### config.mk
export PLATFORM = sky130hd
export DESIGN_NAME = tec_timer
export DESIGN_NICKNAME = d
export VERILOG_FILES = /design/src/rtl/tec_pkg.sv /design/src/rtl/tec_match_if.sv /design/src/rtl/tec_timer.sv /design/src/rtl/tec_pin_sync.sv /design/src/rtl/tec_match_out.sv
export SDC_FILE = /design/constraint.sdc
export NUM_CORES = 1
export LEC_CHECK = 0
export BUFFER_PORTS_ARGS = -buffer_cell sky130_fd_sc_hd__buf_2
export CORE_MARGIN = 1
export CORE_UTILIZATION = 35
export CTS_CLUSTER_DIAMETER = 100
export CTS_CLUSTER_SIZE = 20
export DETAILED_ROUTE_END_ITERATION = 16
export PLACE_DENSITY = 0.52
export SLEW_MARGIN = 20
export SYNTH_ARGS = -nofsm -noshare
export SYNTH_HDL_FRONTEND = slang
export SYNTH_SLANG_ARGS = --single-unit
### constraint.sdc
create_clock -name clk_i -period 2.85 [get_ports clk_i]
set_clock_uncertainty 0.2 [all_clocks]
set_input_delay 0.1425 -clock clk_i [delete_from_list [all_inputs] [get_ports clk_i]]
set_output_delay 0.1425 -clock clk_i [all_outputs]
set_load 0.02 [all_outputs]
### src/rtl/tec_pkg.sv
// Constants, register map and types of the timer / event counter.
// Assumes a single peripheral clock; every user file imports this package.
package tec_pkg;

	localparam int unsigned ADDR_W = 8;
	localparam int unsigned DATA_W = 32;
	localparam int unsigned TC_W_WIDE = 32;
	localparam int unsigned TC_W_NARROW = 16;
	localparam int unsigned NCAP_WIDE = 4;
	localparam int unsigned NCAP_NARROW = 3;
	localparam int unsigned CAP_MAX = 4;
	localparam int unsigned CAP_PINS = 2;
	localparam int unsigned NMATCH = 4;
	localparam int unsigned NAUX = 2;
	localparam int unsigned ACT_W = 2;
	localparam int unsigned SEL_W = 2;
	localparam int unsigned STAT_W = NMATCH + CAP_MAX;

	////////////////////////////////////////////////////////////////////////
	// Register offsets (byte addresses)
	localparam logic [ADDR_W-1:0] OFF_CTRL = 8'h00;
	localparam logic [ADDR_W-1:0] OFF_TC = 8'h04;
	localparam logic [ADDR_W-1:0] OFF_PR = 8'h08;
	localparam logic [ADDR_W-1:0] OFF_PC = 8'h0c;
	localparam logic [ADDR_W-1:0] OFF_MATCH = 8'h10;
	localparam logic [ADDR_W-1:0] OFF_EMR = 8'h20;
	localparam logic [ADDR_W-1:0] OFF_MCTL = 8'h24;
	localparam logic [ADDR_W-1:0] OFF_CCTL = 8'h28;
	localparam logic [ADDR_W-1:0] OFF_CPIN = 8'h2c;
	localparam logic [ADDR_W-1:0] OFF_CAP = 8'h30;
	localparam logic [ADDR_W-1:0] OFF_STAT = 8'h40;
	localparam logic [ADDR_W-1:0] OFF_MASK = 8'h44;
	localparam logic [ADDR_W-1:0] OFF_BCAST = 8'h48;
	localparam int unsigned BLK_LSB = 4;
	localparam int unsigned IDX_LSB = 2;

	////////////////////////////////////////////////////////////////////////
	// Field layouts
	localparam int unsigned CTRL_W = 7;
	localparam int unsigned CTRL_EN = 0;
	localparam int unsigned CTRL_CRST = 1;
	localparam int unsigned CTRL_MODE = 2;
	localparam int unsigned CTRL_EDGE_LSB = 3;
	localparam int unsigned CTRL_CSEL_LSB = 5;
	localparam int unsigned MCTL_INT = 0;
	localparam int unsigned MCTL_RST = 1;
	localparam int unsigned MCTL_STOP = 2;
	localparam int unsigned MCTL_FW = 3;
	localparam int unsigned CCTL_RISE = 0;
	localparam int unsigned CCTL_FALL = 1;
	localparam int unsigned CCTL_INT = 2;
	localparam int unsigned CCTL_FW = 3;
	localparam int unsigned CPIN_AND = 2;
	localparam int unsigned CPIN_FW = 3;
	localparam int unsigned EMR_ACT_LSB = NMATCH;
	localparam int unsigned STAT_CAP_LSB = NMATCH;

	////////////////////////////////////////////////////////////////////////
	// Reset values
	localparam logic [CTRL_W-1:0] CTRL_RST = 7'h00;
	localparam logic [CPIN_FW-1:0] CPIN_RST = 3'h1;

	typedef enum logic [ACT_W-1:0] {
		ACT_NONE,
		ACT_LOW,
		ACT_HIGH,
		ACT_TOGGLE
	} tec_act_e;

endpackage : tec_pkg

### src/rtl/tec_match_if.sv
// Carrier between the counter core and the match output stage.
// Assumes tec_pkg is compiled first.
`timescale 1ns/1ps
`default_nettype none
interface tec_match_if;
	import tec_pkg::*;
	logic [NMATCH-1:0] hit;
	logic [NMATCH*ACT_W-1:0] act;
	logic sw_wr;
	logic [NMATCH-1:0] sw_val;
	logic [NMATCH-1:0] state;
	modport timer (output hit, output act, output sw_wr, output sw_val,
		input state);
	modport outs (input hit, input act, input sw_wr, input sw_val,
		output state);
endinterface : tec_match_if
`default_nettype wire

### src/rtl/tec_timer.sv
// Timer / external event counter with match, capture and interrupt logic.
// Assumes one clock, a single-cycle register port, asynchronous pins.
`timescale 1ns/1ps
`default_nettype none
module tec_timer #(
	parameter bit WIDE = 1'b1
) (
	input wire logic clk_i,
	input wire logic reset_n_i,
	input wire logic ce_i,
	input wire logic [tec_pkg::ADDR_W-1:0] addr_i,
	input wire logic [tec_pkg::DATA_W-1:0] wdata_i,
	input wire logic wr_i,
	input wire logic rd_i,
	output logic [tec_pkg::DATA_W-1:0] rdata_o,
	input wire logic [tec_pkg::CAP_MAX*tec_pkg::CAP_PINS-1:0] cap_pin_i,
	output logic [tec_pkg::NMATCH-1:0] mat_o,
	output logic [tec_pkg::NAUX-1:0] aux_mat_o,
	output logic irq_o
);
	import tec_pkg::*;

	// Variant geometry
	localparam int unsigned CW = WIDE ? TC_W_WIDE : TC_W_NARROW;
	localparam int unsigned NCAP = WIDE ? NCAP_WIDE : NCAP_NARROW;

	////////////////////////////////////////////////////////////////////////
	// State
	logic [CTRL_W-1:0] ctrl_reg;
	logic [CW-1:0] pr_reg;
	logic [CW-1:0] pc_reg;
	logic [CW-1:0] tc_reg;
	logic [CW-1:0] match_reg [NMATCH];
	logic [CW-1:0] cap_reg [CAP_MAX];
	logic [NMATCH*MCTL_FW-1:0] mctl_reg;
	logic [CAP_MAX*CCTL_FW-1:0] cctl_reg;
	logic [CAP_MAX*CPIN_FW-1:0] cpin_reg;
	logic [NMATCH*ACT_W-1:0] act_reg;
	logic [NAUX*SEL_W-1:0] bcast_reg;
	logic [STAT_W-1:0] stat_reg;
	logic [STAT_W-1:0] stat_next;
	logic [STAT_W-1:0] mask_reg;
	logic [CAP_MAX-1:0] chan_prev_reg;
	logic [DATA_W-1:0] rdata_reg;
	logic [DATA_W-1:0] rdata_next;
	logic irq_reg;
	logic [NAUX-1:0] aux_reg;

	logic [CAP_MAX*CAP_PINS-1:0] pin_lvl;
	logic [CAP_MAX-1:0] chan_lvl;
	logic [CAP_MAX-1:0] chan_rise;
	logic [CAP_MAX-1:0] chan_fall;
	logic [CAP_MAX-1:0] cap_ev;
	logic [NMATCH-1:0] hit;
	logic [NMATCH-1:0] m_int;
	logic [NMATCH-1:0] m_rst;
	logic [NMATCH-1:0] m_stop;
	logic [SEL_W-1:0] csel;
	logic run;
	logic tick;
	logic term;
	logic adv;
	logic any_rst;
	logic any_stop;
	logic wr_match;
	logic wr_stat;
	logic wr_emr;

	tec_match_if mif ();

	////////////////////////////////////////////////////////////////////////
	// Pin synchronisers and match outputs
	tec_pin_sync #(
		.N(CAP_MAX * CAP_PINS)
	) u_sync (
		.clk_i(clk_i),
		.reset_n_i(reset_n_i),
		.ce_i(ce_i),
		.pin_i(cap_pin_i),
		.level_o(pin_lvl)
	);

	tec_match_out u_mout (
		.clk_i(clk_i),
		.reset_n_i(reset_n_i),
		.ce_i(ce_i),
		.mif(mif)
	);

	assign wr_emr = wr_i && (addr_i == OFF_EMR);
	assign mif.hit = hit;
	assign mif.act = act_reg;
	assign mif.sw_wr = wr_emr;
	assign mif.sw_val = wdata_i[NMATCH-1:0];
	assign mat_o = mif.state;

	////////////////////////////////////////////////////////////////////////
	// Capture channels: pin combining and edge detection
	genvar c;
	for (c = 0; c < CAP_MAX; c++) begin : g_chan
		logic [CAP_PINS-1:0] en;
		logic [CAP_PINS-1:0] lv;
		logic [CCTL_FW-1:0] cc;
		assign en = cpin_reg[c*CPIN_FW +: CAP_PINS];
		assign lv = pin_lvl[c*CAP_PINS +: CAP_PINS];
		assign cc = cctl_reg[c*CCTL_FW +: CCTL_FW];
		// Enabled pins combine by AND or by OR
		assign chan_lvl[c] = cpin_reg[c*CPIN_FW + CPIN_AND] ?
			&(lv | ~en) : |(lv & en);
		assign chan_rise[c] = chan_lvl[c] & ~chan_prev_reg[c];
		assign chan_fall[c] = ~chan_lvl[c] & chan_prev_reg[c];
		// Channels beyond the variant's count never fire
		assign cap_ev[c] = ce_i && (c < NCAP) &&
			((cc[CCTL_RISE] && chan_rise[c]) ||
			(cc[CCTL_FALL] && chan_fall[c]));
		always_ff @(posedge clk_i or negedge reset_n_i) begin
			if (!reset_n_i) begin
				cap_reg[c] <= '0;
			end else if (cap_ev[c]) begin
				cap_reg[c] <= tc_reg;
			end
		end
	end

	always_ff @(posedge clk_i or negedge reset_n_i) begin
		if (!reset_n_i) begin
			chan_prev_reg <= '0;
		end else if (ce_i) begin
			chan_prev_reg <= chan_lvl;
		end
	end

	////////////////////////////////////////////////////////////////////////
	// Count source, prescaler and match detection
	assign csel = ctrl_reg[CTRL_CSEL_LSB +: SEL_W];
	assign run = ctrl_reg[CTRL_EN] && !ctrl_reg[CTRL_CRST];
	assign tick = !ctrl_reg[CTRL_MODE] ||
		(ctrl_reg[CTRL_EDGE_LSB] && chan_rise[csel]) ||
		(ctrl_reg[CTRL_EDGE_LSB + 1] && chan_fall[csel]);
	assign term = (pc_reg == pr_reg);
	assign adv = ce_i && run && tick;

	genvar k;
	for (k = 0; k < NMATCH; k++) begin : g_match
		assign m_int[k] = mctl_reg[k*MCTL_FW + MCTL_INT];
		assign m_rst[k] = mctl_reg[k*MCTL_FW + MCTL_RST];
		assign m_stop[k] = mctl_reg[k*MCTL_FW + MCTL_STOP];
		assign hit[k] = adv && term && (tc_reg == match_reg[k]);
		always_ff @(posedge clk_i or negedge reset_n_i) begin
			if (!reset_n_i) begin
				match_reg[k] <= '0;
			end else if (ce_i && wr_match && (addr_i[IDX_LSB +: SEL_W] == k)) begin
				match_reg[k] <= wdata_i[CW-1:0];
			end
		end
	end

	assign any_rst = |(hit & m_rst);
	assign any_stop = |(hit & m_stop);

	always_ff @(posedge clk_i or negedge reset_n_i) begin
		if (!reset_n_i) begin
			pc_reg <= '0;
			tc_reg <= '0;
		end else if (ce_i) begin
			if (ctrl_reg[CTRL_CRST] || (adv && term && any_rst)) begin
				pc_reg <= '0;
				tc_reg <= '0;
			end else if (adv && term && any_stop) begin
				pc_reg <= '0;
			end else if (adv && term) begin
				pc_reg <= '0;
				tc_reg <= tc_reg + 1'b1;
			end else if (adv) begin
				pc_reg <= pc_reg + 1'b1;
			end
		end
	end

	////////////////////////////////////////////////////////////////////////
	// Register writes
	assign wr_match = wr_i && (addr_i[ADDR_W-1:BLK_LSB] ==
		OFF_MATCH[ADDR_W-1:BLK_LSB]);
	assign wr_stat = ce_i && wr_i && (addr_i == OFF_STAT);

	always_ff @(posedge clk_i or negedge reset_n_i) begin
		if (!reset_n_i) begin
			ctrl_reg <= CTRL_RST;
		end else if (ce_i) begin
			if (wr_i && (addr_i == OFF_CTRL)) begin
				ctrl_reg <= wdata_i[CTRL_W-1:0];
			end
			// A stopping match wins over a software write
			if (any_stop) begin
				ctrl_reg[CTRL_EN] <= 1'b0;
			end
		end
	end

	always_ff @(posedge clk_i or negedge reset_n_i) begin
		if (!reset_n_i) begin
			pr_reg <= '0;
			mctl_reg <= '0;
			cctl_reg <= '0;
			cpin_reg <= {CAP_MAX{CPIN_RST}};
			act_reg <= '0;
			bcast_reg <= '0;
			mask_reg <= '0;
		end else if (ce_i && wr_i) begin
			case (addr_i)
				OFF_PR: pr_reg <= wdata_i[CW-1:0];
				OFF_MCTL: mctl_reg <= wdata_i[NMATCH*MCTL_FW-1:0];
				OFF_CCTL: cctl_reg <= wdata_i[CAP_MAX*CCTL_FW-1:0];
				OFF_CPIN: cpin_reg <= wdata_i[CAP_MAX*CPIN_FW-1:0];
				OFF_EMR: act_reg <= wdata_i[EMR_ACT_LSB +: NMATCH*ACT_W];
				OFF_BCAST: bcast_reg <= wdata_i[NAUX*SEL_W-1:0];
				OFF_MASK: mask_reg <= wdata_i[STAT_W-1:0];
				default: ;
			endcase
		end
	end

	////////////////////////////////////////////////////////////////////////
	// Interrupt flags: set wins over write-one clear
	always_comb begin
		stat_next = stat_reg;
		if (wr_stat) begin
			stat_next = stat_next & ~wdata_i[STAT_W-1:0];
		end
		stat_next[NMATCH-1:0] = stat_next[NMATCH-1:0] | (hit & m_int);
		for (int i = 0; i < CAP_MAX; i++) begin
			if (cap_ev[i] && cctl_reg[i*CCTL_FW + CCTL_INT]) begin
				stat_next[STAT_CAP_LSB + i] = 1'b1;
			end
		end
	end

	always_ff @(posedge clk_i or negedge reset_n_i) begin
		if (!reset_n_i) begin
			stat_reg <= '0;
			irq_reg <= 1'b0;
		end else if (ce_i) begin
			stat_reg <= stat_next;
			irq_reg <= |(stat_reg & mask_reg);
		end
	end

	assign irq_o = irq_reg;

	// Broadcast pins copy a chosen match output
	always_ff @(posedge clk_i or negedge reset_n_i) begin
		if (!reset_n_i) begin
			aux_reg <= '0;
		end else if (ce_i) begin
			for (int j = 0; j < NAUX; j++) begin
				aux_reg[j] <= mif.state[bcast_reg[j*SEL_W +: SEL_W]];
			end
		end
	end

	assign aux_mat_o = aux_reg;

	////////////////////////////////////////////////////////////////////////
	// Register reads: data stand only in the cycle after the strobe
	always_comb begin
		rdata_next = '0;
		if (rd_i) begin
			if (addr_i[ADDR_W-1:BLK_LSB] == OFF_MATCH[ADDR_W-1:BLK_LSB]) begin
				rdata_next = DATA_W'(match_reg[addr_i[IDX_LSB +: SEL_W]]);
			end else if (addr_i[ADDR_W-1:BLK_LSB] ==
				OFF_CAP[ADDR_W-1:BLK_LSB]) begin
				rdata_next = DATA_W'(cap_reg[addr_i[IDX_LSB +: SEL_W]]);
			end else begin
				case (addr_i)
					OFF_CTRL: rdata_next = DATA_W'(ctrl_reg);
					OFF_TC: rdata_next = DATA_W'(tc_reg);
					OFF_PR: rdata_next = DATA_W'(pr_reg);
					OFF_PC: rdata_next = DATA_W'(pc_reg);
					OFF_EMR: rdata_next = DATA_W'({act_reg, mif.state});
					OFF_MCTL: rdata_next = DATA_W'(mctl_reg);
					OFF_CCTL: rdata_next = DATA_W'(cctl_reg);
					OFF_CPIN: rdata_next = DATA_W'(cpin_reg);
					OFF_STAT: rdata_next = DATA_W'(stat_reg);
					OFF_MASK: rdata_next = DATA_W'(mask_reg);
					OFF_BCAST: rdata_next = DATA_W'(bcast_reg);
					default: rdata_next = '0;
				endcase
			end
		end
	end

	always_ff @(posedge clk_i or negedge reset_n_i) begin
		if (!reset_n_i) begin
			rdata_reg <= '0;
		end else if (ce_i) begin
			rdata_reg <= rdata_next;
		end
	end

	assign rdata_o = rdata_reg;
endmodule : tec_timer
`default_nettype wire

### src/rtl/tec_pin_sync.sv
// Three-stage synchroniser with agreement filter for external pins.
// Assumes pins are asynchronous to clk_i.
`timescale 1ns/1ps
`default_nettype none
module tec_pin_sync #(
	parameter int unsigned N = tec_pkg::CAP_MAX * tec_pkg::CAP_PINS
) (
	input wire logic clk_i,
	input wire logic reset_n_i,
	input wire logic ce_i,
	input wire logic [N-1:0] pin_i,
	output logic [N-1:0] level_o
);
	import tec_pkg::*;

	genvar g;
	for (g = 0; g < N; g++) begin : g_pin
		logic s1_reg;
		logic s2_reg;
		logic s3_reg;
		logic lvl_reg;
		always_ff @(posedge clk_i or negedge reset_n_i) begin
			if (!reset_n_i) begin
				s1_reg <= 1'b0;
				s2_reg <= 1'b0;
				s3_reg <= 1'b0;
				lvl_reg <= 1'b0;
			end else if (ce_i) begin
				s1_reg <= pin_i[g];
				s2_reg <= s1_reg;
				s3_reg <= s2_reg;
				// A change counts once stages two and three agree
				if (s2_reg == s3_reg) begin
					lvl_reg <= s3_reg;
				end
			end
		end
		assign level_o[g] = lvl_reg;
	end

endmodule : tec_pin_sync
`default_nettype wire

### src/rtl/tec_match_out.sv
// Match-driven external output stage, one flip-flop per output.
// Assumes hit pulses come from the counter core on the same clock.
`timescale 1ns/1ps
`default_nettype none
module tec_match_out (
	input wire logic clk_i,
	input wire logic reset_n_i,
	input wire logic ce_i,
	tec_match_if.outs mif
);
	import tec_pkg::*;

	genvar k;
	for (k = 0; k < NMATCH; k++) begin : g_out
		logic st_reg;
		tec_act_e act;
		assign act = tec_act_e'(mif.act[k*ACT_W +: ACT_W]);
		always_ff @(posedge clk_i or negedge reset_n_i) begin
			if (!reset_n_i) begin
				st_reg <= 1'b0;
			end else if (ce_i) begin
				// A match action wins over a software write
				if (mif.hit[k]) begin
					case (act)
						ACT_LOW: st_reg <= 1'b0;
						ACT_HIGH: st_reg <= 1'b1;
						ACT_TOGGLE: st_reg <= ~st_reg;
						default: st_reg <= st_reg;
					endcase
				end else if (mif.sw_wr) begin
					st_reg <= mif.sw_val[k];
				end
			end
		end
		assign mif.state[k] = st_reg;
	end

endmodule : tec_match_out
`default_nettype wire

* Word-level counts from Yosys, hierarchy flattened *
Index checks and enable logic that the tools add are counted.

operators by class
  equality and inequality tests = 45
  $add $sub $neg = 2
  reduce and logical (&&, ||, !) cells = 98
  order comparisons = 4
  muxes and demuxes = 48
  bitwise operators = 40

operators with widths
  kind                                                    count
  two-way mux 32 bit                                      14
  one-hot mux 32 bit (11 select lines)                    1
  == test 32 bit                                          5
  binary-select mux 32 bit (select 2 bit)                 2
  adder 32 x 1 -> 32 bit (second input constant)          2
  AND reduction 2 bit                                     26
  logical AND 1 bit                                       38
  == test 8 x 6 -> 1 bit (second input constant)          4
  == test 8 x 7 -> 1 bit (second input constant)          3
  two-way mux 1 bit                                       22
  == test 2 bit (second input constant)                   10
  nonzero test 2 bit                                      10
  bitwise AND 8 bit                                       2
  == test 8 x 4 -> 1 bit (second input constant)          2
  inequality test 4 x 1 -> 1 bit (second input constant)  4
  AND reduction 3 bit                                     5
  bitwise AND 4 bit                                       3
  inverter 1 bit                                          12
  one-hot mux 1 bit (3 select lines)                      4
  == test 2 x 1 -> 1 bit (second input constant)          5
  < comparator 2 x 3 -> 1 bit (second input constant)     3
  bitwise AND 1 bit                                       8
  bitwise AND 2 bit                                       4
  binary-select mux 1 bit (select 2 bit)                  4
  20 further kinds                                        44

word-level totals
  bits in registers = 498
  bits of input ports = 53
  logic and storage cells = 301

* Longest topological paths before layout *
Gate-level depths: netlist of run 1.

  depth in word-level cells = 19
  gate-level depth with buffers = 11
  gate-level depth less buffers = 8

* Hierarchy *
From an unflattened synthesis of run 1, not the netlist that was laid out.

unflattened totals
  cells, all modules = 2,153
  area total of the unflattened synthesis = 25,619.6 um2

by module, submodules not included
  module         cells each  times used  area each (um2)  seq. area each (um2)
  tec_timer      2,018       1           23,897.9         11,566.1
  tec_pin_sync   92          1           1,348.8          800.8
  tec_match_out  43          1           372.9            100.1

* Worst setup path after synthesis of run 1 *
No wires, ideal clock.

  kind = reg-to-reg
  from = reg cpin_reg[0]
  to = reg tc_reg[26]
  slack = -161 ps
  library setup time = 125 ps
  arrival = 2,686 ps
  cell stages (with the launch flop) = 10
  cell sequence = dfstp_2 -> inv_1 -> o221a_1 -> o21a_1 -> o41ai_4 -> a311o_2 -> nor3_1 -> clkbuf_1 -> o41a_1 -> mux2_2

between the ends
  cells in the longest elaborated chain, start to end = 19

ends and longest elaborated chain
  element                                                                                            line                                RTL
  start: declaration                                                                                 tec_timer.sv:37                     logic [CAP_MAX*CPIN_FW-1:0] cpin_reg;
  start signal: assignment                                                                           tec_timer.sv:205                    cpin_reg <= {CAP_MAX{CPIN_RST}};
  start signal: assignment                                                                           tec_timer.sv:214                    OFF_CPIN: cpin_reg <= wdata_i[CAP_MAX*CPIN_FW-1:0];
  inverter 2 bit                                                                                     tec_timer.sv:109                    &(lv | ~en) : |(lv & en);
  OR 2 bit                                                                                           tec_timer.sv:109
  AND reduction 2 bit                                                                                tec_timer.sv:109
  two-way mux 1 bit (*)                                                                              tec_timer.sv:108                    assign chan_lvl[c] = cpin_reg[c*CPIN_FW + CPIN_AND] ?
  bitwise AND 1 bit or inverter 1 bit (tied branches)                                                tec_timer.sv:110, tec_timer.sv:111
  binary-select mux 1 bit (select 2 bit) or bitwise AND 1 bit (tied branches)                        tec_timer.sv:138, tec_timer.sv:111
  two-way mux 1 bit (implied by the code) or binary-select mux 1 bit (select 2 bit) (tied branches)  tec_timer.sv:138, tec_timer.sv:139
  logical AND 1 bit or two-way mux 1 bit (tied branches)                                             tec_timer.sv:138, tec_timer.sv:139
  [3 not listed]                                                                                     n/a
  logical AND 1 bit (*)                                                                              n/a
  logical AND 1 bit                                                                                  tec_timer.sv:148                    assign hit[k] = adv && term && (tc_reg == match_reg[k]);
  bitwise AND 4 bit                                                                                  tec_timer.sv:158                    assign any_rst = |(hit & m_rst);
  OR reduction 4 bit                                                                                 tec_timer.sv:158
  logical AND 1 bit                                                                                  tec_timer.sv:166                    if (ctrl_reg[CTRL_CRST] || (adv && term && any_rst)) begin
  logical OR 1 bit                                                                                   tec_timer.sv:166
  inequality test 2 bit (no source line) or nonzero test 2 bit (tied branches)                       n/a
  AND reduction 3 bit (no source line)                                                               n/a
  end signal: assignment                                                                             tec_timer.sv:173                    tc_reg <= tc_reg + 1'b1;
  end: declaration                                                                                   tec_timer.sv:32                     logic [CW-1:0] tc_reg;

Mark *: on every way between the ends. The rest lies on a longest branch, timed or not. The select of a mux whose other input is x is not followed.
A chain may end at the register's enable or synchronous reset.

* Worst setup path after layout of run 1 *
  from = reg cpin_reg[0]
  to = reg tc_reg[10]

The elaborated chain is that of the path after synthesis.

==> results of run 1 <==
## repair_timing
action / 4_1_cts / 5_1_grt
gates cloned: 1 / 4
setup endpoints to repair: 65 / 72
endpoints found under the hold margin: 750 / 0
gates resized for setup: 112 / 97
setup buffers: 18 / 16
pin swaps: 26 / 53
hold buffers: 45 / 0
## cell families (layout without fill, tap and decap cells)
group | count (synthesis) | count (layout)
simple gates | 402 | 402
mux | 417 | 417
fa+ha+maj | 6 | 6
flops | 498 | 498
buf+inv | 230 | 668
xor+xnor | 173 | 173
compound gates | 374 | 374
## stage by stage
stage           util  hold WS (ps)  instance area, um^2  setup TNS (ps)  total power [mW]
2_1_floorplan      -          -353                25100            -431              8.57
3_3_place_gp   0.419          4.65                29500          -13370              9.65
5_1_grt        0.454          86.5                32000          -18560              14.6
4_1_cts        0.446          42.5                31500           -9930              14.2
3_5_place_dp   0.419         -1.37                29500          -14440              9.69
6_report       0.454          64.9                32000          -13900              14.1
## Yosys cell counts, types with 10 or more instances
master / number
sky130_fd_sc_hd__a221oi_1: 20
sky130_fd_sc_hd__mux2i_1: 11
sky130_fd_sc_hd__xnor2_1: 163
sky130_fd_sc_hd__a222oi_1: 34
sky130_fd_sc_hd__buf_1: 15
sky130_fd_sc_hd__dfrtp_1: 494
sky130_fd_sc_hd__clkbuf_1: 143
sky130_fd_sc_hd__a22o_1: 15
sky130_fd_sc_hd__a22oi_1: 30
sky130_fd_sc_hd__o21ai_0: 110
sky130_fd_sc_hd__nand4_1: 72
sky130_fd_sc_hd__and3_1: 19
sky130_fd_sc_hd__a21oi_1: 59
sky130_fd_sc_hd__inv_1: 59
sky130_fd_sc_hd__or4_1: 18
sky130_fd_sc_hd__nand2_1: 115
sky130_fd_sc_hd__mux2_2: 340
sky130_fd_sc_hd__nor3_1: 10
sky130_fd_sc_hd__o2111ai_1: 20
sky130_fd_sc_hd__nor4_1: 18
sky130_fd_sc_hd__o31ai_1: 12
sky130_fd_sc_hd__xor2_1: 10
sky130_fd_sc_hd__nor2_1: 49
sky130_fd_sc_hd__o211ai_1: 12
sky130_fd_sc_hd__nand3_1: 37
sky130_fd_sc_hd__mux4_2: 66
sky130_fd_sc_hd__a21o_1: 25
sky130_fd_sc_hd__or3_1: 11
## how the worst max path moves through the flow
stage	cells past startpoint	slack, ps	to	from
5_1_grt	13	-380	pc_reg[18]	cpin_reg[0]
6_report	10	-310	tc_reg[10]	cpin_reg[0]
3_5_place_dp	10	-410	tc_reg[5]	cpin_reg[3]
4_1_cts	11	-250	u_mout.g_out[0].st_reg	cpin_reg[3]
3_3_place_gp	10	-360	tc_reg[31]	pc_reg[16]
2_1_floorplan	9	-80	tc_reg[26]	cpin_reg[3]
## power breakdown
part,internal [mW],switching (mW)
Combinational,0.962,1.07
Sequential,7.38,0.321
Clock,1.89,2.47
## layer usage
layer	routed length [um]	share of wire
met4	3080	0.034
met2	43600	0.48
met1	39900	0.44
met5	0	0
met3	4840	0.053
## worst max-delay path, cell delays in order (launching register included)
cell                       delay (ps)
sky130_fd_sc_hd__dfstp_2          540
sky130_fd_sc_hd__inv_1             40
sky130_fd_sc_hd__o221a_1          260
sky130_fd_sc_hd__o21a_1           210
sky130_fd_sc_hd__o41ai_4          460
sky130_fd_sc_hd__buf_4            210
sky130_fd_sc_hd__a311oi_4         140
sky130_fd_sc_hd__a21o_4           300
sky130_fd_sc_hd__buf_12           140
sky130_fd_sc_hd__or4_1            490
sky130_fd_sc_hd__o21ai_1           90
## final cells by class
cell class	instances	area, um^2
clock inverter	4	28.8
timing repair buffer	568	4800
fill	6421	38500
tap	940	1180
multi-input combinational	1372	12500
sequential	498	12500
inverter	59	221
clock buffer	37	766
==> results.txt, run 1 <==
----------------------------------------------------
[Final layout]
  Most frequent standard cell in the layout excluding fill and tap cells ... sky130_fd_sc_hd__dfrtp_1
  Count of antenna diodes in the layout ... 0
  Share of post-route cells with drive strength above 1 ... 0.435
  Syn-to-layout area delta ... 27.6%
  Net count, final ... about 2600
  Final cell count without fillers ... 3478
  Leading cell types in the layout, fill and taps excluded ... 481 x sky130_fd_sc_hd__dfrtp_1, 359 x sky130_fd_sc_hd__buf_4, 338 x sky130_fd_sc_hd__mux2_2, 149 x sky130_fd_sc_hd__xnor2_1, 108 x sky130_fd_sc_hd__nand2_1

[Critical path]
  Worst-case reg-to-reg path depth ... 10
  WP data required ... 3200 ps
  Critical Path Fanout Max ... 7
  Flop2flop setup slack ... -310 ps
  Kind of end point of the critical path ... flop
  Worst path arrival time ... 3510 ps
  Critical setup path kind ... flop to flop
  Crit path launch type ... flop
  Critical R2R Launch ... cpin_reg[0]
  Critical R2R Capture ... tc_reg[10]

[Logic synthesis]
  Total standard cell area after synthesis ... 0.0251 mm^2
  Sequential-to-total area share from yosys stat ... 0.497
  Post-synthesis compound-gate area fraction ... 0.103
  Syn. warnings ... 0
  Async set-reset flop share out of synthesis ... 1.00
  Net count after synthesis ... 2159
  Post-synthesis simple-gate area fraction ... 0.0846
  Synth Area in Adders ... 0.00299
  Leading post-synthesis cells by cell area ... sky130_fd_sc_hd__dfrtp_1 49%, sky130_fd_sc_hd__mux2_2 15%, sky130_fd_sc_hd__mux4_2 5.9%, sky130_fd_sc_hd__xnor2_1 5.7%, sky130_fd_sc_hd__o21ai_0 2.2%
  Cell accounting for the most synthesized area ... sky130_fd_sc_hd__dfrtp_1
  Fraction of synthesized area in multiplexers ... 0.216
  Gate count of the mapped netlist ... 2100
  Average cell area after synthesis ... 11.9 um^2
  Register bit total from synthesis ... 498
  Count of different cell masters after synthesis ... 63
  Primary FF master, synth ... sky130_fd_sc_hd__dfrtp_1
  EDFF count, synth ... 0
  Xor and xnor area share after synthesis ... 0.0604
  Dominant combinational cell family by area after synthesis ... multiplexers
  Area share of the largest cell type after synthesis ... 0.493

[Floorplan]
  Top Ports ... between 90 and 100
  Die footprint ... 0.0728 mm^2
  Number of placement rows ... 97
  Starting Density ... 0.356
  Standard cell core area ... 0.0705 mm^2
  DIE WIDTH ... 270 um
  Die Y ... 270 um

[CTS]
  Clock transition at path regs ... 90 ps
  CTS Buffer Depth ... 3
  Number of buffers inserted during clock tree synthesis ... 29
  Root buffer cell ... sky130_fd_sc_hd__clkbuf_16
  Clock tree from TritonCTS ... built
  Num Clock Sinks ... ~500
  Clk Latency, worst-skew pair ... slightly above 600 ps
  H-tree depth reported by CTS ... 1

[Global route]
  Vias in the first global route ... 20000
  Antenna violations before repair ... 1
  First-pass GRT wire length ... 135 mm
  GR Layer Usage met2 ... 0.410
  Maximum number of pins on one net before global-route repair ... 67
  Aggregate global-route resource usage ... 0.249
  Global-route track usage on met1 ... 0.340
  Busiest layer in global routing ... met2
  Remaining Overflow, GRT ... 0
  Met3 Track Usage GR ... 0.0328

[Placement]
  Count of input and output buffers ... 91
  DP Worst Slack ... -411 ps
  Gpl congestion ... 0.978
  Inst Count DP ... 3357
  Detailed Place HPWL ... 66.2 mm

[Drt]
  Number of detailed-routing iterations run before antenna repair ... 7
  Overall via count from detail_route ... 19800
  Final wirelength ... 91.4 mm
  Remaining routing DRC violations ... 0
  Per-cell via count in the routed design ... 5.69
  Per-cell routed wire length ... roughly 26 um
  Number of nets with antenna violations after routing ... 0
  Count of routing violations after the opening detailed-route iteration ... 1944

[Timing]
  Maximum operating frequency ... 317 MHz
  Final clock period utilization by the worst path ... 1.11
  Final Hold Violating Endpoints ... 0
  Final setup violation count ... 66
  Shortest period the worst path allows ... 3160 ps
  Count of pins over their slew limit ... 0
  Unrepaired setup endpoints after global routing ... true
  Worst Slack Setup Final ... -309 ps
  Worst Tran Pin Value ... 814 ps
  Worst slew margin relative to its limit ... 0.455

[Power and ir drop]
  Reported leakage power ... approximately 14 nW
  Worst-case vdd ir drop ... around 0.45 mV
  Power per unit of standard cell area ... 440 mW/mm^2

[Min path]
  Type of the tightest min-delay check ... primary input to flop
  Hold path start ... addr_i[5]
  Number of cells on the worst hold path ... 5
  End point of the worst hold path ... match_reg[3]

[Run status]
  Run status ... complete, but fails checks
  Violated checks ... setup timing

[Flow run]
  Maxcap violations ... 0

----------------------------------------------------
(Power assumes the default switching activity.)
==> run 2, diff against run 1 <==
--- a/config.mk
+++ b/config.mk
@@ -6,6 +6,7 @@
 export NUM_CORES = 1
 export LEC_CHECK = 0
 export BUFFER_PORTS_ARGS = -buffer_cell sky130_fd_sc_hd__buf_2
+export CORE_ASPECT_RATIO = 1.25
 export CORE_MARGIN = 1
 export CORE_UTILIZATION = 35
 export CTS_CLUSTER_DIAMETER = 100
==> results.txt, run 2 (synthesized netlist as in run 1, its figures left out) <==
----------------------------------------------------
[Timing]
  Worst Slack Setup Final ... -301 ps
  Final sum of negative setup slack ... -9860 ps
  Final setup violation count ... 58
  Final Hold Violating Endpoints ... 0
  Maximum operating frequency ... ~320 MHz
  Count of pins over their slew limit ... 0
  Worst slew margin relative to its limit ... 0.460
  Final clock period utilization by the worst path ... 1.11
  Worst Tran Pin Value ... between 800 and 900 ps
  Shortest period the worst path allows ... about 3200 ps
  Unrepaired setup endpoints after global routing ... true

[Run status]
  Run status ... complete, but fails checks
  Violated checks ... setup timing

[Critical path]
  Largest delay contributor family on the critical path ... simple AND/OR/NAND/NOR gates
  Critical path's largest stage delay ... about 540 ps
  Worst path arrival time ... 3500 ps
  Critical setup path kind ... flop to flop
  Chain of cells forming the critical path ... xnor2_1 > buf_4 > nand4_1 > nor4_4 > a31oi_4 > a211oi_4 > buf_12 > nand4_1 > or4_1 > o21ai_1
  Library cell appearing most often on the critical path ... sky130_fd_sc_hd__nand4_1
  CP max-delay cell ... sky130_fd_sc_hd__or4_1
  CP bufs+invs ... 2
  WP data required ... 3200 ps
  Critical Path Fanout Max ... 7
  Crit path launch type ... flop
  Kind of end point of the critical path ... flop

[Power and ir drop]
  Power per unit of standard cell area ... 441 mW/mm^2
  Reported leakage power ... 14.6 nW
  Worst-case vdd ir drop ... 0.463 mV

[Placement]
  Gpl congestion ... 0.966
  DP Worst Slack ... -608 ps
  Detailed Place HPWL ... 68.4 mm
  Count of input and output buffers ... 91
  Inst Count DP ... 3381

[Floorplan]
  Starting Density ... 0.354
  Die Y ... 301 um
  Number of placement rows ... between 100 and 150
  DIE WIDTH ... about 240 um
  Standard cell core area ... between 0.07 and 0.08 mm^2
  Top Ports ... 92
  Die footprint ... between 0.07 and 0.08 mm^2

[Final layout]
  FF/Latch Area ... roughly 0.012 mm^2
  Syn-to-layout area delta ... 28.7%
  Net count, final ... 2615
  Area of the multi-input gates ... 0.0126 mm^2
  Filler cell count ... 6508
  Share of post-route cells with drive strength above 1 ... 0.436
  Utilization after layout ... 0.456
  Most frequent standard cell in the layout excluding fill and tap cells ... sky130_fd_sc_hd__dfrtp_1
  Final cell count without fillers ... approximately 3500
  Leading cell types in the layout, fill and taps excluded ... 487 x sky130_fd_sc_hd__dfrtp_1, 388 x sky130_fd_sc_hd__buf_4, 339 x sky130_fd_sc_hd__mux2_2, 148 x sky130_fd_sc_hd__xnor2_1, 112 x sky130_fd_sc_hd__nand2_1
  Count of antenna diodes in the layout ... 0

[CTS]
  Clock transition at path regs ... 90 ps
  Root buffer cell ... sky130_fd_sc_hd__clkbuf_16
  Num Clock Sinks ... 498
  Number of buffers inserted during clock tree synthesis ... 28
  Clock tree from TritonCTS ... built
  Clk Latency, worst-skew pair ... approximately 620 ps
  H-tree depth reported by CTS ... 1
  CTS Buffer Depth ... 3

[Global route]
  Remaining Overflow, GRT ... 0
  First-pass GRT wire length ... 140 mm
  Aggregate global-route resource usage ... 0.264
  Maximum number of pins on one net before global-route repair ... 83
  Vias in the first global route ... around 21000
  Antenna violations before repair ... 0

[Drt]
  Number of detailed-routing iterations run before antenna repair ... 7
  Count of routing violations after the opening detailed-route iteration ... 1640
  Per-cell routed wire length ... between 20 and 30 um
  Final wirelength ... 95.3 mm
  Per-cell via count in the routed design ... 5.63
  Remaining routing DRC violations ... 0
  Overall via count from detail_route ... roughly 20000
  Number of nets with antenna violations after routing ... 0

[Flow run]
  Maxcap violations ... 0

[Min path]
  Type of the tightest min-delay check ... primary input to flop

----------------------------------------------------
run 2: cell types whose count changed in the layout (fill, tap and decap cells not counted), moves of 3 or more:
cell and delta:
sky130_fd_sc_hd__nor4_1 +3, sky130_fd_sc_hd__buf_4 +29, sky130_fd_sc_hd__nand2_1 +4, sky130_fd_sc_hd__o21ai_2 -3
sky130_fd_sc_hd__o21ai_1 -6, sky130_fd_sc_hd__clkbuf_1 +15, sky130_fd_sc_hd__o31ai_1 -4, sky130_fd_sc_hd__o21ai_0 +9
sky130_fd_sc_hd__dfrtp_1 +6, sky130_fd_sc_hd__dfrtp_2 -6, sky130_fd_sc_hd__nand2_2 -5
run 2: metal layers:
metal	up-vias	routed length, um	global-route usage
met5	-	0	0
met4	0	5660	0.137
met3	194	4140	0.0252
met2	632	47900	0.460
met1	10300	37600	0.323
li1	8691	-	-
run 2: path summary, 6_finish.rpt:
path                              start                      to  slack [ps]  cells past startpoint
max                          pc_reg[13]              tc_reg[17]        -300                     10
min                        cap_pin_i[3]  u_sync.g_pin[3].s1_reg          90                      3
max reg2reg                  pc_reg[13]              tc_reg[17]        -300                     10
min reg2reg                 rdata_o[24]             rdata_o[24]         280                      1
max in group asynchronous     reset_n_i             cpin_reg[0]        1950                      3
min in group asynchronous     reset_n_i              act_reg[4]         110                      3
run 2: timing repair:
item / in CTS / in global routing
hold buffers: 45 / 0
setup endpoints to repair: 62 / 69
pin swaps: 18 / 34
gates resized for setup: 96 / 113
buffers inserted: 23 / 23
gates cloned: 2 / 3
endpoints found under the hold margin: 761 / 0
run 2: final cells by class:
| class | instances | area share |
|---|---|---|
| multi-input combinational | 1373 | 0.391 |
| clock buffer | 52 | 0.0255 |
| inverter | 59 | 0.00686 |
| tap | 943 | 0.0366 |
| sequential | 498 | 0.387 |
| timing repair buffer | 596 | 0.154 |
run 2: through the flow:
stage,instance area [um^2],hold WS (ps),power [mW]
after floorplan,25100,-353,8.57
after global placement,29700,-19.3,9.71
after detailed placement,29700,-22.5,9.75
after CTS,31700,56.7,14.3
after global routing,32300,95.1,14.8
final,32300,94.3,14.2
run 2: worst reg2reg max path, delay by kind of cell (launching register included):
family                 cells  cell delay, ps
XOR/XNOR                   1             230
AO/OA/AOI/OAI              3             610
flip-flops                 1             400
buffers and inverters      2             360
AND/OR/NAND/NOR            4            1270
run 2: power by group:
part,switching [mW],internal (mW)
Combinational,1.11,0.981
Sequential,0.311,7.38
Clock,2.49,1.95
Total,3.91,10.3
==> run 3, diff against run 2 <==
--- a/config.mk
+++ b/config.mk
@@ -5,6 +5,7 @@
 export SDC_FILE = /design/constraint.sdc
 export NUM_CORES = 1
 export LEC_CHECK = 0
+export ABC_AREA = 1
 export BUFFER_PORTS_ARGS = -buffer_cell sky130_fd_sc_hd__buf_2
 export CORE_ASPECT_RATIO = 1.25
 export CORE_MARGIN = 1
==> results.txt, run 3 <==
----------------------------------------------------
[Flow run]
  Maxcap violations ... 0

[Final layout]
  Syn-to-layout area delta ... 16.9%
  Leading cell types in the layout, fill and taps excluded ... 711 x sky130_fd_sc_hd__nand2_1, 480 x sky130_fd_sc_hd__dfrtp_1, 461 x sky130_fd_sc_hd__o21ai_0, 228 x sky130_fd_sc_hd__inv_1, 191 x sky130_fd_sc_hd__buf_4
  Filler cell count ... 7298
  Area of the multi-input gates ... around 0.011 mm^2
  Net count, final ... ~3300
  Final instance area ... approximately 0.030 mm^2
  Most frequent standard cell in the layout excluding fill and tap cells ... sky130_fd_sc_hd__nand2_1
  Count of antenna diodes in the layout ... 0
  Share of post-route cells with drive strength above 1 ... 0.160
  FF/Latch Area ... about 0.012 mm^2

[Run status]
  Run status ... completed

[Logic synthesis]
  Total standard cell area after synthesis ... 0.0254 mm^2
  Average cell area after synthesis ... 8.35 um^2
  Synth top cells by count ... 726 x sky130_fd_sc_hd__nand2_1, 494 x sky130_fd_sc_hd__dfrtp_1, 461 x sky130_fd_sc_hd__o21ai_0
  Leading post-synthesis cells by cell area ... sky130_fd_sc_hd__dfrtp_1 49%, sky130_fd_sc_hd__nand2_1 11%, sky130_fd_sc_hd__o21ai_0 9.1%, sky130_fd_sc_hd__o22ai_1 3.4%, sky130_fd_sc_hd__inv_1 3.4%
  Register bit total from synthesis ... 498
  Count of different cell masters after synthesis ... 61
  EDFF count, synth ... 0
  Net count after synthesis ... 3098
  Sequential-to-total area share from yosys stat ... 0.491
  Gate count of the mapped netlist ... 3039
  Async set-reset flop share out of synthesis ... 1.00
  Syn. warnings ... 0
  Area share of the largest cell type after synthesis ... 0.487
  Most repeated cell in the gate-level netlist after synthesis ... sky130_fd_sc_hd__nand2_1
  Cell accounting for the most synthesized area ... sky130_fd_sc_hd__dfrtp_1
  Primary FF master, synth ... sky130_fd_sc_hd__dfrtp_1

[Floorplan]
  DIE WIDTH ... roughly 240 um
  Top Ports ... 92
  Starting Density ... 0.353
  Number of placement rows ... 110
  Die footprint ... 0.0736 mm^2
  Standard cell core area ... 0.0718 mm^2
  Die Y ... 303 um

[CTS]
  Root buffer cell ... sky130_fd_sc_hd__clkbuf_16
  CTS Buffer Depth ... 3
  H-tree depth reported by CTS ... 1
  Clock tree from TritonCTS ... built
  Clock transition at path regs ... roughly 100 ps
  Clk Latency, worst-skew pair ... 620 ps
  Num Clock Sinks ... 498
  Number of buffers inserted during clock tree synthesis ... 29

[Min path]
  Type of the tightest min-delay check ... primary input to flop
  Number of cells on the worst hold path ... 6
  End point of the worst hold path ... act_reg[7]
  Hold path start ... addr_i[4]

[Drt]
  Number of detailed-routing iterations run before antenna repair ... 9
  Remaining routing DRC violations ... 0
  Number of nets with antenna violations after routing ... 0
  Final wirelength ... 99.8 mm
  Per-cell via count in the routed design ... 5.47
  Per-cell routed wire length ... 23.7 um
  Overall via count from detail_route ... 23000
  Count of routing violations after the opening detailed-route iteration ... 2038

[Placement]
  Total cell area at the placement stage ... 0.0282 mm^2
  Gpl congestion ... approximately 1.0
  Detailed Place HPWL ... 73.8 mm
  Count of input and output buffers ... 91

[Global route]
  Antenna violations before repair ... 1
  First-pass GRT wire length ... between 100 and 150 mm
  Maximum number of pins on one net before global-route repair ... 78
  Remaining Overflow, GRT ... 0
  Aggregate global-route resource usage ... 0.269
  Vias in the first global route ... between 20000 and 25000

[Critical path]
  Critical Path Fanout Max ... 9
  Chain of cells forming the critical path ... inv_2 > or2_1 > nand3_1 > nor2_2 > nand4_1 > nor3_2 > nand3_4 > nor2_4 > nand2_1 > nand3_2 > nor2_4 > nand2_4 > nand2_8 > buf_12 > nand2_4 > nand2_2
  Largest delay contributor family on the critical path ... simple AND/OR/NAND/NOR gates
  Crit path launch type ... flop
  Kind of end point of the critical path ... flop
  Flop2flop setup slack ... 120 ps
  Worst-case reg-to-reg path depth ... 16
  CP max-delay cell ... sky130_fd_sc_hd__dfrtp_1
  Critical R2R Capture ... tc_reg[11]
  Critical R2R Launch ... pc_reg[12]
  CP bufs+invs ... 2
  Critical setup path kind ... flop to flop
  Worst path arrival time ... about 3000 ps
  Critical path's largest stage delay ... ~440 ps
  WP data required ... roughly 3200 ps

[Power and ir drop]
  Worst-case vdd ir drop ... ~0.54 mV
  Power per unit of standard cell area ... between 400 and 500 mW/mm^2
  Reported leakage power ... between 10 and 15 nW

[Timing]
  Final setup violation count ... 0
  Final Hold Violating Endpoints ... 0
  Min Hold Slack ... around 50 ps
  Maximum operating frequency ... 366 MHz
  Worst Tran Pin Value ... roughly 1100 ps
  Count of pins over their slew limit ... 0
  Final clock period utilization by the worst path ... 0.959
  Unrepaired setup endpoints after global routing ... false
  Worst slew margin relative to its limit ... 0.235
  Shortest period the worst path allows ... roughly 2700 ps

----------------------------------------------------
## run 3: report_power, final
part | switching (mW) | internal [mW] | leakage, nW
sequential | 0.376 | 7.40 | 6.65
combinational | 1.32 | 0.755 | 6.75
clock | 2.49 | 1.97 | 0.399
total | 4.19 | 10.1 | 13.8
## run 3: how the worst max path moves through the flow
| stage | startpoint | end | slack (ps) | cells past startpoint |
|---|---|---|---|---|
| final | pc_reg[12] | tc_reg[11] | 120 | 16 |
| after global routing | pc_reg[12] | tc_reg[12] | 3 | 16 |
| after CTS | tc_reg[19] | tc_reg[10] | 2 | 15 |
| after detailed placement | addr_i[3] | rdata_o[9] | -280 | 12 |
| after global placement | addr_i[3] | rdata_o[9] | -280 | 12 |
| after floorplan | cpin_reg[9] | tc_reg[11] | 490 | 18 |
## run 3: layout make-up
cell class | count | area share
clock buffer | 40 | 0.0272
clock inverter | 2 | 0.000548
inverter | 265 | 0.0336
multi-input combinational | 2095 | 0.378
sequential | 498 | 0.421
tap | 952 | 0.0401
timing repair buffer | 359 | 0.100
## run 3: what timing repair did
item	CTS	global route
hold buffers	48	0
endpoints found under the hold margin	726	0
gates resized for setup	1	31
setup endpoints to repair	29	50
gates cloned	0	0
pin swaps	0	11
setup buffers	0	6
## run 3: cells by family after synthesis
kind of cell / Yosys count / synth area share
and+or+nand+nor: 1186 / 0.214
AOI/OAI and AO/OA: 773 / 0.175
buffers and inverters: 446 / 0.0723
adders and majority gates: 6 / 0.00296
muxes: 2 / 0.000887
DFF: 498 / 0.491
xor gates and xnor gates: 128 / 0.0442
## run 3: routing by layer
layer | up-vias | track usage | part of all wire
li1 | 10600 | - | -
met4 | 0 | 0.153 | 0.065
met2 | 850 | 0.469 | 0.49
met5 | - | 0 | 0
met3 | 233 | 0.0259 | 0.049
met1 | 11300 | 0.328 | 0.40
## run 3: worst reg2reg max path, stage by stage (launching register included)
cell and delay, ps:
sky130_fd_sc_hd__dfrtp_1 440, sky130_fd_sc_hd__inv_2 130, sky130_fd_sc_hd__or2_1 110, sky130_fd_sc_hd__nand3_1 100
sky130_fd_sc_hd__nor2_2 180, sky130_fd_sc_hd__nand4_1 140, sky130_fd_sc_hd__nor3_2 210, sky130_fd_sc_hd__nand3_4 200
sky130_fd_sc_hd__nor2_4 200, sky130_fd_sc_hd__nand2_1 80, sky130_fd_sc_hd__nand3_2 100, sky130_fd_sc_hd__nor2_4 50
sky130_fd_sc_hd__nand2_4 70, sky130_fd_sc_hd__nand2_8 100, sky130_fd_sc_hd__buf_12 180, sky130_fd_sc_hd__nand2_4 60
sky130_fd_sc_hd__nand2_2 40
## run 3: through the flow
| step | setup slack (ps) | std cells | utilization | total power [mW] | setup TNS [ps] |
|---|---|---|---|---|---|
| floorplan | 492 | 3039 | - | 8.82 | 0 |
| global placement | -276 | 4115 | 0.393 | 9.87 | -412 |
| detailed placement | -281 | 4115 | 0.393 | 9.90 | -353 |
| CTS | 1.53 | 4205 | 0.411 | 14.4 | 0 |
| global route | 3.09 | 4211 | 0.413 | 14.9 | 0 |
| finish | 118 | 4211 | 0.413 | 14.3 | 0 |
